===== config.mk =====
export PLATFORM = sky130hd
export DESIGN_NAME = flash_fault_prot
export DESIGN_NICKNAME = d
export VERILOG_FILES = /design/src/hw/flash_prot_pkg.sv /design/src/hw/flash_fault_prot.sv
export SDC_FILE = /design/constraint.sdc
export NUM_CORES = 1
export LEC_CHECK = 0
export BUFFER_PORTS_ARGS = -buffer_cell sky130_fd_sc_hd__buf_2
export CAP_MARGIN = 20
export CELL_PAD_IN_SITES_DETAIL_PLACEMENT = 1
export CELL_PAD_IN_SITES_GLOBAL_PLACEMENT = 1
export CORE_ASPECT_RATIO = 0.5
export CORE_MARGIN = 4
export CORE_UTILIZATION = 38
export CTS_CLUSTER_DIAMETER = 120
export DETAILED_ROUTE_END_ITERATION = 8
export PLACE_DENSITY_LB_ADDON = 0.1
export SYNTH_ARGS = -nofsm -noshare
export SYNTH_HDL_FRONTEND = slang
export SYNTH_SLANG_ARGS = --single-unit

===== constraint.sdc =====
create_clock -name pclk -period 10 [get_ports pclk]
set_clock_uncertainty 0.1 [all_clocks]
set_input_delay 1.5 -clock pclk [delete_from_list [all_inputs] [get_ports pclk]]
set_output_delay 1.5 -clock pclk [all_outputs]
set_load 0.01 [all_outputs]

===== src/hw/flash_prot_pkg.sv =====
package flash_prot_pkg;

   // ---------------------------------------------------------------
   // Bus geometry and register indices (byte address = 4 * index)
   // ---------------------------------------------------------------
   localparam int unsigned ADDR_W          = 8;
   localparam logic [5:0]  IDX_ERROR       = 6'h07;
   localparam logic [5:0]  IDX_PROT        = 6'h08;
   localparam logic [5:0]  IDX_CONFIG      = 6'h10;
   localparam logic [5:0]  IDX_MAIN_STATUS = 6'h11;

   // ---------------------------------------------------------------
   // Field positions
   // ---------------------------------------------------------------
   localparam int unsigned ERR_SINGLE_BIT  = 0;
   localparam int unsigned ERR_DOUBLE_BIT  = 1;
   localparam int unsigned CFG_IGNORE_BIT  = 0;
   localparam int unsigned STAT_VIOL_BIT   = 4;
   localparam int unsigned PROT_POL_BIT    = 7;
   localparam int unsigned PROT_RSV_BIT    = 6;
   localparam int unsigned PROT_HDIS_BIT   = 5;
   localparam int unsigned PROT_HS_LSB     = 3;
   localparam int unsigned PROT_LDIS_BIT   = 2;
   localparam int unsigned PROT_LS_LSB     = 0;
   localparam logic [7:0]  PROT_WR_MASK    = 8'hbf;

   // ---------------------------------------------------------------
   // Values after reset
   // ---------------------------------------------------------------
   localparam logic [1:0]  ERR_RESET       = 2'h0;
   localparam logic [7:0]  PROT_RESET      = 8'hff;
   localparam logic        IGNORE_RESET    = 1'b0;
   localparam logic [31:0] RDATA_RESET     = 32'h0000_0000;

   // ---------------------------------------------------------------
   // Carriers
   // ---------------------------------------------------------------
   typedef struct packed {
      logic        valid;
      logic        single_fault;
      logic        double_fault;
      logic        collision;
   } read_event_t;

   typedef struct packed {
      logic        valid;
      logic        block_erase;
      logic [14:0] addr;
   } cmd_req_t;

   typedef struct packed {
      logic [1:0]  err;
      logic [1:0]  staged;
      logic        ignore_sf;
      logic [7:0]  prot;
      logic        loaded;
      logic        viol;
      logic        pready;
      logic        pslverr;
      logic [31:0] prdata;
      logic        cmd_accept;
      logic        cmd_refused;
   } state_t;

endpackage


===== src/hw/flash_fault_prot.sv =====
// Chosen here: the APB slave port.
`timescale 1ns/10ps
// How it works
// RULE1 - Double-bit read fault or collision with a busy block sets the double flag.
// RULE2 - Fault flags clear only by writing one; zero leaves them alone.
// RULE3 - With ignore bit clear, corrected single fault or collision sets single flag.
// RULE4 - A parity fault reports single or double, never both.
// RULE5 - A read colliding with a running command raises both flags; while the ignore bit is set the code raises only the double flag.
// RULE6 - Fault flags appear in the status register one cycle after the read; the code sets them two cycles after the read.
// RULE7 - Software waits one idle cycle after a read before checking flags.
// RULE8 - Upper six bits of the error register read zero, writes ignored.
// RULE9 - Protection writes are taken only if they grow the protected region.
// RULE10 - Protection register loads from the nonvolatile byte at reset.
// RULE11 - Program or erase at a protected address is refused and flagged.
// RULE12 - Whole-block erase is refused if any sector is protected.
// RULE13 - Polarity zero makes enabled ranges unprotected; one makes them protected.
// RULE14 - Software keeps the reserved nonvolatile bit erased.
// RULE15 - High disable bit switches the range ending at the top address.
// RULE16 - High size field is writable only while high disable is set.
// RULE17 - Low disable bit switches the range starting at address zero.
// RULE18 - Low size field is writable only while low disable is set.
// RULE19 - Software unprotects the top sector before reprogramming the byte.
// RULE20 - While violation flag is set, commands are refused; write one clears it.
// RULE21 - Low size field sits in the two lowest bits of protection.
module flash_fault_prot
   import flash_prot_pkg::*;
#(
   parameter int unsigned FLASH_BYTES  = 32768,
   parameter int unsigned SECTOR_BYTES = 512,
   parameter int unsigned LOW_UNIT     = 2048,
   parameter int unsigned HIGH_UNIT    = 2048
) (
   input  wire logic              pclk,
   input  wire logic              presetn,
   input  wire logic              ce,
   input  wire logic              psel,
   input  wire logic              penable,
   input  wire logic              pwrite,
   input  wire logic [ADDR_W-1:0] paddr,
   input  wire logic [31:0]       pwdata,
   input  wire logic [3:0]        pstrb,
   output logic                   pready,
   output logic [31:0]            prdata,
   output logic                   pslverr,
   input  wire logic [7:0]        nv_protection_byte,
   input  wire read_event_t       read_event,
   input  wire cmd_req_t          cmd_req,
   output logic                   cmd_accept,
   output logic                   cmd_refused,
   output logic                   protection_violation_flag,
   output logic [1:0]             fault_flags,
   output logic [7:0]             protection_reg
);

   localparam int unsigned SECTORS = FLASH_BYTES / SECTOR_BYTES;

   // Addresses are fifteen bits wide, so the array size is fixed.
   initial begin
      if (FLASH_BYTES != 32768) begin
         $error("flash_fault_prot: array size must be 32768 bytes");
      end
      if (SECTOR_BYTES == 0 || FLASH_BYTES % SECTOR_BYTES != 0) begin
         $error("flash_fault_prot: sector size must divide the array");
      end
      if (LOW_UNIT == 0 || LOW_UNIT * 8 > FLASH_BYTES ||
          LOW_UNIT % SECTOR_BYTES != 0) begin
         $error("flash_fault_prot: unsupported low range unit");
      end
      if (HIGH_UNIT == 0 || HIGH_UNIT * 8 > FLASH_BYTES ||
          HIGH_UNIT % SECTOR_BYTES != 0) begin
         $error("flash_fault_prot: unsupported high range unit");
      end
   end

   // ---------------------------------------------------------------
   // Range arithmetic
   // ---------------------------------------------------------------
   // Range lengths double with each step of the size field.
   function automatic logic [16:0] low_len(input logic [7:0] p);
      low_len = 17'(LOW_UNIT) << p[PROT_LS_LSB +: 2]; // RULE21
   endfunction

   function automatic logic [16:0] high_len(input logic [7:0] p);
      high_len = 17'(HIGH_UNIT) << p[PROT_HS_LSB +: 2];
   endfunction

   // First byte of the high range, which always ends at the top address.
   function automatic logic [16:0] high_base(input logic [7:0] p);
      high_base = 17'(FLASH_BYTES) - high_len(p);
   endfunction

   // First byte address of sector i.
   function automatic logic [14:0] sector_base(input int unsigned i);
      sector_base = 15'(i * SECTOR_BYTES);
   endfunction

   // True when the given address cannot be programmed or erased.
   function automatic logic addr_protected(input logic [7:0]  p,
                                           input logic [14:0] a);
      logic in_low;
      logic in_high;
      logic in_any;
      in_low  = !p[PROT_LDIS_BIT] && {2'b00, a} < low_len(p); // RULE17
      in_high = !p[PROT_HDIS_BIT] &&
                {2'b00, a} >= high_base(p); // RULE15
      in_any  = in_low || in_high;
      addr_protected = p[PROT_POL_BIT] ? in_any : !in_any; // RULE13
   endfunction

   // True when any sector of the block is protected.
   function automatic logic any_protected(input logic [7:0] p);
      logic hit;
      hit = 1'b0;
      for (int unsigned i = 0; i < SECTORS; i++) begin
         if (addr_protected(p, sector_base(i))) begin
            hit = 1'b1;
         end
      end
      any_protected = hit;
   endfunction

   // True when every sector protected under cur stays protected under nxt.
   function automatic logic grows(input logic [7:0] cur,
                                  input logic [7:0] nxt);
      logic ok;
      ok = 1'b1;
      for (int unsigned i = 0; i < SECTORS; i++) begin
         if (addr_protected(cur, sector_base(i)) &&
             !addr_protected(nxt, sector_base(i))) begin
            ok = 1'b0;
         end
      end
      grows = ok;
   endfunction

   // ---------------------------------------------------------------
   // Register read data
   // ---------------------------------------------------------------
   // Word returned for a read of register index i.
   function automatic logic [31:0] read_word(input logic [5:0] i,
                                             input state_t     s);
      logic [31:0] w;
      w = RDATA_RESET;
      case (i)
         IDX_ERROR: begin
            w = {30'h0000_0000, s.err}; // RULE8
         end
         IDX_PROT: begin
            w = {24'h00_0000, s.prot};
         end
         IDX_CONFIG: begin
            w = {31'h0000_0000, s.ignore_sf};
         end
         IDX_MAIN_STATUS: begin
            w = 32'(s.viol) << STAT_VIOL_BIT;
         end
         default: begin
            w = RDATA_RESET;
         end
      endcase
      read_word = w;
   endfunction

   // ---------------------------------------------------------------
   // State
   // ---------------------------------------------------------------
   state_t st;
   state_t next_st;

   logic [5:0]  idx;
   logic        mapped;
   logic        wr_done;
   logic        lane0;
   logic [7:0]  wbyte;
   logic [7:0]  prot_cand;
   logic        fault_single;
   logic        fault_double;
   logic        refuse;
   logic        access_first;
   logic        wr_error;
   logic        wr_prot;
   logic        wr_config;
   logic        wr_status;

   assign idx    = paddr[7:2];
   assign mapped = idx == IDX_ERROR ||
                   idx == IDX_PROT ||
                   idx == IDX_CONFIG ||
                   idx == IDX_MAIN_STATUS;
   assign wr_done = psel && penable && pwrite && st.pready && mapped && lane0;
   assign lane0  = pstrb[0];
   assign wbyte  = pwdata[7:0];
   // First access cycle of a transfer; the answer is launched from it.
   assign access_first = psel && penable && !st.pready;

   // ---------------------------------------------------------------
   // Register write strobes
   // ---------------------------------------------------------------
   // True in the cycle in which a write to register index target lands.
   function automatic logic reg_write(input logic       strobe,
                                      input logic [5:0] i,
                                      input logic [5:0] target);
      reg_write = strobe && i == target;
   endfunction

   assign wr_error  = reg_write(wr_done, idx, IDX_ERROR);
   assign wr_prot   = reg_write(wr_done, idx, IDX_PROT);
   assign wr_config = reg_write(wr_done, idx, IDX_CONFIG);
   assign wr_status = reg_write(wr_done, idx, IDX_MAIN_STATUS);

   // ---------------------------------------------------------------
   // Fault classification
   // ---------------------------------------------------------------
   always_comb begin
      fault_double = 1'b0;
      fault_single = 1'b0;
      // Double faults take precedence, so parity faults never raise both.
      if (read_event.valid) begin
         if (read_event.collision) begin
            fault_double = 1'b1; // RULE1 RULE5
            fault_single = !st.ignore_sf; // RULE3 RULE5
         end else if (read_event.double_fault) begin
            fault_double = 1'b1; // RULE1 RULE4
         end else if (read_event.single_fault) begin
            fault_single = !st.ignore_sf; // RULE3 RULE4
         end
      end
   end

   // ---------------------------------------------------------------
   // Protection write candidate
   // ---------------------------------------------------------------
   always_comb begin
      prot_cand = (st.prot & ~PROT_WR_MASK) | (wbyte & PROT_WR_MASK);
      if (!st.prot[PROT_HDIS_BIT]) begin
         prot_cand[PROT_HS_LSB +: 2] = st.prot[PROT_HS_LSB +: 2]; // RULE16
      end
      if (!st.prot[PROT_LDIS_BIT]) begin
         prot_cand[PROT_LS_LSB +: 2] = st.prot[PROT_LS_LSB +: 2]; // RULE18
      end
   end

   // ---------------------------------------------------------------
   // Command screening
   // ---------------------------------------------------------------
   always_comb begin
      refuse = 1'b0;
      // The violation flag blocks every command until software clears it.
      if (st.viol) begin
         refuse = 1'b1; // RULE20
      end else if (cmd_req.block_erase) begin
         refuse = any_protected(st.prot); // RULE12
      end else begin
         refuse = addr_protected(st.prot, cmd_req.addr); // RULE11
      end
   end

   // ---------------------------------------------------------------
   // Next state
   // ---------------------------------------------------------------
   always_comb begin
      next_st             = st;
      next_st.cmd_accept  = 1'b0;
      next_st.cmd_refused = 1'b0;

      // Until the byte is loaded no write or command may act on it.
      if (!st.loaded) begin
         next_st.prot   = nv_protection_byte; // RULE10
         next_st.loaded = 1'b1;
      end

      // Faults are staged for a cycle before reaching the flags.
      next_st.staged = {fault_double, fault_single}; // RULE6

      // A fault and a clear in the same cycle leave the flag set.
      if (wr_error) begin
         next_st.err = st.err & ~wbyte[1:0]; // RULE2 RULE8
      end
      next_st.err = next_st.err | st.staged; // RULE6

      if (wr_config) begin
         next_st.ignore_sf = wbyte[CFG_IGNORE_BIT];
      end

      // A write that would unprotect any sector is dropped as a whole.
      if (wr_prot && st.loaded && grows(st.prot, prot_cand)) begin
         next_st.prot = prot_cand; // RULE9
      end

      if (wr_status && wbyte[STAT_VIOL_BIT]) begin
         next_st.viol = 1'b0; // RULE20
      end

      // A refusal wins over a clear written in the same cycle.
      if (cmd_req.valid && st.loaded) begin
         if (refuse) begin
            next_st.cmd_refused = 1'b1;
            next_st.viol        = 1'b1; // RULE11
         end else begin
            next_st.cmd_accept = 1'b1;
         end
      end else if (cmd_req.valid) begin
         next_st.cmd_refused = 1'b1;
      end

      // APB: ready is raised in the second access cycle.
      next_st.pready  = access_first;
      next_st.pslverr = access_first && !mapped;
      if (access_first) begin
         next_st.prdata = read_word(idx, st);
      end
   end

   // ---------------------------------------------------------------
   // Registers
   // ---------------------------------------------------------------
   always_ff @(posedge pclk or negedge presetn) begin
      if (!presetn) begin
         st.err         <= ERR_RESET;
         st.staged      <= ERR_RESET;
         st.ignore_sf   <= IGNORE_RESET;
         st.prot        <= PROT_RESET;
         st.loaded      <= 1'b0;
         st.viol        <= 1'b0;
         st.pready      <= 1'b0;
         st.pslverr     <= 1'b0;
         st.prdata      <= RDATA_RESET;
         st.cmd_accept  <= 1'b0;
         st.cmd_refused <= 1'b0;
      end else if (ce) begin
         st <= next_st;
      end
   end

   // ---------------------------------------------------------------
   // Outputs
   // ---------------------------------------------------------------
   assign pready                    = st.pready;
   assign prdata                    = st.prdata;
   assign pslverr                   = st.pslverr;
   assign cmd_accept                = st.cmd_accept;
   assign cmd_refused               = st.cmd_refused;
   assign protection_violation_flag = st.viol;
   assign fault_flags               = st.err;
   assign protection_reg            = st.prot;

endmodule


* Word level (Yosys, flattened, before mapping) *
Index checks and enable logic that the tools add are counted.

storage, ports and cells
  register bits = 51
  bits of input ports = 79
  logic and storage cells = 1236

cells by class
  add/sub/neg operators = 2
  magnitude comparators = 258
  equal/unequal tests = 5
  shift-type cells = 4
  mux-type cells = 280
  bitwise gates (word level) = 4
  reductions and logical operators = 672

operator list
  kind                      number
  $ge A15 B17 Y1 const A    64
  $lt A15 B17 Y1 const A    64
  $ge A14 B17 Y1 const A    32
  $lt A14 B17 Y1 const A    32
  $logic_and A1 B1 Y1       337
  $mux W1                   274
  $ge A13 B17 Y1 const A    16
  $lt A13 B17 Y1 const A    16
  $logic_not A1 Y1          200
  $ge A12 B17 Y1 const A    8
  $lt A12 B17 Y1 const A    8
  $logic_or A1 B1 Y1        132
  $ge A11 B17 Y1 const A    4
  $lt A11 B17 Y1 const A    4
  $shl A12 B2 Y17 const A   4
  $ge A1 B17 Y1 const A     2
  $ge A10 B17 Y1 const A    2
  $lt A1 B17 Y1 const A     2
  $lt A10 B17 Y1 const A    2
  $sub A16 B17 Y17 const A  2
  $pmux W8 S4               1
  $ge A15 B17 Y1            1
  $lt A15 B17 Y1            1
  $eq A6 B5 Y1 const B      2
  other kinds (11)          15

* Depth between registers and ports, before layout *
  depth in word-level cells = 78
  mapped depth = 14

* Worst setup path after synthesis *
No wires, ideal clock.

  path type = input port to flip-flop
  start point = in pwdata[4]
  end point = reg st, in the netlist protection_reg[0]
  arrival = 3.832 ns
  slack = 5.980 ns
  cell stages on the path = 13
  buffers on the path = 1
  cell sequence = buf_2 > nand3_1 > and2_1 > inv_1 > ha_1 > nand2b_1 > o32ai_1 > xnor2_1 > o32ai_2 > nor4_4 > nand4_4 > and3_1 > or3_1

between the ends
  longest elaborated chain between the ends = 78
  elaborated cells on any way between the ends = 520

RTL lines
  item                         RTL line                 text
  start, declared              flash_fault_prot.sv:40   input wire logic [31:0] pwdata,
  $or A7 B8 Y8 *               flash_fault_prot.sv:234  prot_cand = (st.prot & ~PROT_WR_MASK) | (wbyte & PROT_WR_MASK);
  $mux W2 *                    flash_fault_prot.sv:235  if (!st.prot[PROT_HDIS_BIT]) begin
  $shl A12 B2 Y17 *            flash_fault_prot.sv:84   high_len = 17'(HIGH_UNIT) << p[PROT_HS_LSB +: 2];
  $sub A16 B17 Y17 *           flash_fault_prot.sv:89   high_base = 17'(FLASH_BYTES) - high_len(p);
  $ge A1 B17 Y1                flash_fault_prot.sv:105  {2'b00, a} >= high_base(p);
  $logic_and A1 B1 Y1          flash_fault_prot.sv:104  in_high = !p[PROT_HDIS_BIT] &&
  $logic_or A1 B1 Y1           flash_fault_prot.sv:106  in_any = in_low || in_high;
  $logic_not A1 Y1             flash_fault_prot.sv:107  addr_protected = p[PROT_POL_BIT] ? in_any : !in_any;
  $mux W1                      flash_fault_prot.sv:107
  $logic_not A1 Y1             flash_fault_prot.sv:129  !addr_protected(nxt, sector_base(i))) begin
  $logic_and A1 B1 Y1          flash_fault_prot.sv:128  if (addr_protected(cur, sector_base(i)) &&
  $mux W1 (63 in a row)        flash_fault_prot.sv:128
  $mux W1 *                    flash_fault_prot.sv:128
  $logic_and A1 B1 Y1 *        flash_fault_prot.sv:286  if (wr_prot && st.loaded && grows(st.prot, prot_cand)) begin
  $ne A2 B1 Y1 (no line)       --
  $reduce_and A2 Y1 (no line)  --
  end signal, assigned         flash_fault_prot.sv:331  st <= next_st;
  end, declared                flash_fault_prot.sv:167  state_t st;

Every way passes the cells marked *; elsewhere a longest branch is shown, timed or not.
A chain may end at the register's enable or synchronous reset.

* Worst setup path after layout *
  start point = in pwdata[4]
  end point = reg st, in the netlist protection_reg[1]

Same word-level chain as after synthesis.

==> results.py <==
metrics = {
    "timing": {
        "unrepaired_setup_endpoints_after_global_routing": "false",
        "setup-violations-final": 0,
        "totalNegativeSetupSlack_ns": 0,
        "tightest_slew_ns": 0.723,
        "post-route-period-util": 0.434,
        "finalHoldViolations": 0,
        "final_max_slew_viol_count": 0,
        "finalCriticalPeriod_ns": 4.34,
        "fmaxAchievable_mhz": 230,
        "maxSlewHeadroom": 0.517,
    },
    "setup_path": {
        "crit_path_end_kind": "flip-flop",
        "cp.arrival_ns": 4.42,
        "cell_depth_of_the_worst_flop_to_flop_path": 10,
        "setup.worst_path.start": "pwdata[4]",
        "slowest_stage": "sky130_fd_sc_hd__or3_1",
        "rr_endpoint": "protection_reg[1]",
        "worst_flop_to_flop_path_startpoint": "protection_reg[4]",
        "timing.reg2reg.setup_slack_ns": 6.05,
        "worstPathBufferInverterCount": 2,
        "crit_path_start_kind": "input port",
        "worst_path_fanout_max": 18,
        "critical_path.max_stage_delay_ns": 0.36,
        "setup.worst_path.class": "in2reg",
        "crit_path_cell_trace": "buf_2, nand3_1, and2_1, inv_1, ha_1, nand2b_1, o21a_1, xnor2_1, o22ai_1, nor4_4, nand4_4, and3_1, or3_1",
        "critical_path_required_ns": 10.08,
        "cpLargestDelayFamily": "simple AND/OR/NAND/NOR gates",
    },
    "yosys": {
        "syn_inst": 374,
        "number_of_flops_mapped_to_enable_cells_by_yosys": 0,
        "ys.flop_type": "sky130_fd_sc_hd__dfrtp_1",
        "post_synth_num_cell_types": 69,
        "synth_adder_area_share": 0.0611,
        "ys_seq_elements": 27,
        "yosys.area_share.xor_xnor": 0.0400,
        "synth.avg_cell_area_um2": 8.21,
        "synth_seq_area_share": 0.223,
        "post-synth-top-area-fraction": 0.155,
        "synth_top_cells_by_area": "sky130_fd_sc_hd__dfrtp_1 (15%), sky130_fd_sc_hd__buf_4 (11%), sky130_fd_sc_hd__dfstp_2 (6.8%), sky130_fd_sc_hd__ha_1 (6.1%), sky130_fd_sc_hd__xnor2_1 (3.7%)",
        "yosys_warn_count": 0,
        "synth.mux.area_fraction": 0.0135,
        "share_of_async_settable_or_async_resettable_flops_after_synthesis": 1.00,
        "yosys.area.top_type": "sky130_fd_sc_hd__dfrtp_1",
        "synth_compound_gate_area_share": 0.244,
        "synthSimpleGateAreaFrac": 0.241,
        "synth_top_family_by_area": "compound AO/OA/AOI/OAI gates",
        "post_synth_design_cell_area_mm2": 0.00307,
    },
    "routing": {
        "wire_per_inst_um": 17.2,
        "drtPass1Iterations": 4,
        "drc_errors": 0,
        "drtIter0Drc": 125,
        "finalWirelength_mm": 8.71,
        "postRouteAntennaNets": 0,
        "via_count": 2766,
        "route.detailed.vias_per_inst": 5.47,
    },
    "clock_network": {
        "clk_path_buf_depth": 2,
        "htreeDepth": 1,
        "ctsResizeCount": 0,
        "clkLatencyLatePin_ns": 0.26,
        "cts.hold.buffers_added": 0,
        "tritoncts": "yes",
        "clock_sinks": 27,
        "clockRootBuffer": "sky130_fd_sc_hd__clkbuf_16",
        "worst_setup_hold_path_clk_slew_ns": 0.07,
        "tritoncts.num_buffers": 3,
        "post_cts_buffers": 0,
    },
    "status": {
        "outcome": "finished, final reports clean",
    },
    "power_and_ir_drop": {
        "p_leak_nw": 1.45,
        "vdd.ir_drop.worst_mv": 0.0635,
        "power.density_mw_per_mm2": 119,
    },
    "worst_hold_path": {
        "worstHoldPathCells": 2,
        "worstHoldStart": "protection_reg[6]",
        "end_point_of_the_most_critical_hold_path": "protection_reg[6]",
        "timing.hold.worst.class": "reg2reg",
    },
    "run": {
        "max_capacitance_violation_total": 0,
    },
    "placed_design": {
        "place.detailed.instances": 502,
        "place.gp.congestion": 0.917,
        "placement.io_buffers": 60,
        "dp.final_hpwl_mm": 6.90,
    },
    "floorplan": {
        "floorplan.die_area_mm2": 0.00967,
        "placementRows": 22,
        "coreArea_mm2": 0.00757,
        "start_util": 0.405,
        "die_width_um": 135,
        "fp.dieH_um": 71.6,
        "design.portCount": 126,
    },
    "grt": {
        "globalRouteOverflowTotal": 0,
        "via_count_of_the_first_global_routing_pass": 2840,
        "grt_max_degree": 28,
        "grt_first_pass_wirelength_mm": 13.9,
        "number_of_antenna_violations_at_the_first_check_in_global_routing": 0,
        "gr-usage-all-layers": 0.173,
    },
    "finish": {
        "post_route_cells_drive_above_1_share": 0.231,
        "design.final.nets": 493,
        "fill_cell_total_of_the_finished_layout": 952,
        "instances_no_fill": 506,
        "n_antenna_cell": 0,
        "synth_to_final_area_change_pct": 5.18,
    },
}
## layout make-up
cell class / count / area (µm²) / area share
multi-input cells: 282 / 1930 / 0.598
flip-flops and latches: 27 / 686 / 0.212
repair buffers: 60 / 300 / 0.0930
well taps: 108 / 135 / 0.0419
inverters: 25 / 93.8 / 0.0291
clock buffers: 3 / 75.1 / 0.0233
clock inverters: 1 / 7.51 / 0.00233
## placed cells by master (no fill, tap or decap), types with 3 or more instances in the layout
cell type | synthesis | final
sky130_fd_sc_hd__nand4b_1 | 3 | 3
sky130_fd_sc_hd__a22o_1 | 7 | 7
sky130_fd_sc_hd__inv_1 | 25 | 25
sky130_fd_sc_hd__clkbuf_16 | 0 | 3
sky130_fd_sc_hd__o21a_1 | 8 | 8
sky130_fd_sc_hd__conb_1 | 1 | 24
sky130_fd_sc_hd__nand2_1 | 29 | 29
sky130_fd_sc_hd__o211ai_1 | 6 | 6
sky130_fd_sc_hd__xnor2_1 | 13 | 13
sky130_fd_sc_hd__nand2b_1 | 14 | 14
sky130_fd_sc_hd__nor3b_1 | 4 | 4
sky130_fd_sc_hd__ha_1 | 15 | 15
sky130_fd_sc_hd__a21oi_1 | 9 | 9
sky130_fd_sc_hd__and2_1 | 3 | 3
sky130_fd_sc_hd__nor2_1 | 21 | 21
sky130_fd_sc_hd__buf_2 | 5 | 60
sky130_fd_sc_hd__nor3_1 | 7 | 7
sky130_fd_sc_hd__o22ai_1 | 4 | 4
sky130_fd_sc_hd__a21o_1 | 3 | 3
sky130_fd_sc_hd__and3_1 | 4 | 4
sky130_fd_sc_hd__o221ai_1 | 4 | 4
sky130_fd_sc_hd__dfrtp_1 | 19 | 19
sky130_fd_sc_hd__nor2b_1 | 6 | 6
sky130_fd_sc_hd__nand3b_1 | 5 | 5
sky130_fd_sc_hd__or2_2 | 4 | 4
sky130_fd_sc_hd__o21ai_0 | 22 | 22
sky130_fd_sc_hd__nand3_1 | 13 | 13
sky130_fd_sc_hd__mux2i_1 | 3 | 3
sky130_fd_sc_hd__or3_1 | 5 | 5
sky130_fd_sc_hd__dfstp_2 | 8 | 8
## Yosys cell counts, drive strengths merged, types with 8 or more instances
| library cell | instances |
|---|---|
| nand2 | 29 |
| o21a | 8 |
| nand2b | 14 |
| nor2 | 21 |
| dfrtp | 19 |
| a21oi | 9 |
| xnor2 | 13 |
| inv | 25 |
| dfstp | 8 |
| ha | 15 |
| o21ai | 22 |
| buf | 55 |
| nand3 | 13 |
| clkbuf | 8 |
## worst register-to-register path: cells and delay by family, from the launching register on
family	cells	cell delay, ns
AO/OA/AOI/OAI	2	0.32
XOR/XNOR	1	0.22
adder cells (fa/ha/maj)	1	0.29
flip-flops	1	0.78
AND/OR/NAND/NOR	6	2.15
## per-stage QoR
stage                     hold WS (ns)  instance area (µm²)  power (mW)  setup WS, ns  utilization
after CTS                        0.375                 3230       0.387          5.67        0.426
final                            0.372                 3230       0.385          5.66        0.426
after floorplan                  0.346                 3160       0.265          5.98            -
after detailed placement         0.365                 3150       0.294          5.40        0.416
after global routing             0.382                 3230       0.409          5.44        0.426
after global placement           0.355                 3150       0.288          5.51        0.416
## per-layer routing
layer	up-vias	global-route usage	part of all wire
met2	77	0.290	0.44
met4	0	0.0346	0.0088
met1	1370	0.242	0.50
met3	7	0.0210	0.046
li1	1312	-	-
met5	-	0	0
## cells by family after synthesis
kind of cell / after synthesis
mux: 4
simple gates: 128
flops: 27
other cells: 1
buf+inv: 88
xor+xnor: 14
compound gates: 97
fa+ha+maj: 15
## report_power, final
part	leakage [nW]	switching (mW)	internal, mW
registers	0.322	0.0213	0.119
logic	1.09	0.0877	0.0657
clock network	0.0371	0.0375	0.0544
## worst max-delay path by stage
stage	slack, ns	cells after the start	to
after global routing	5.44	13	protection_reg[3]
after global placement	5.51	13	protection_reg[3]
after detailed placement	5.40	13	protection_reg[1]
after CTS	5.67	13	protection_reg[1]
final	5.66	13	protection_reg[1]
after floorplan	5.98	13	protection_reg[0]
Power figures use the tool's default switching activity.
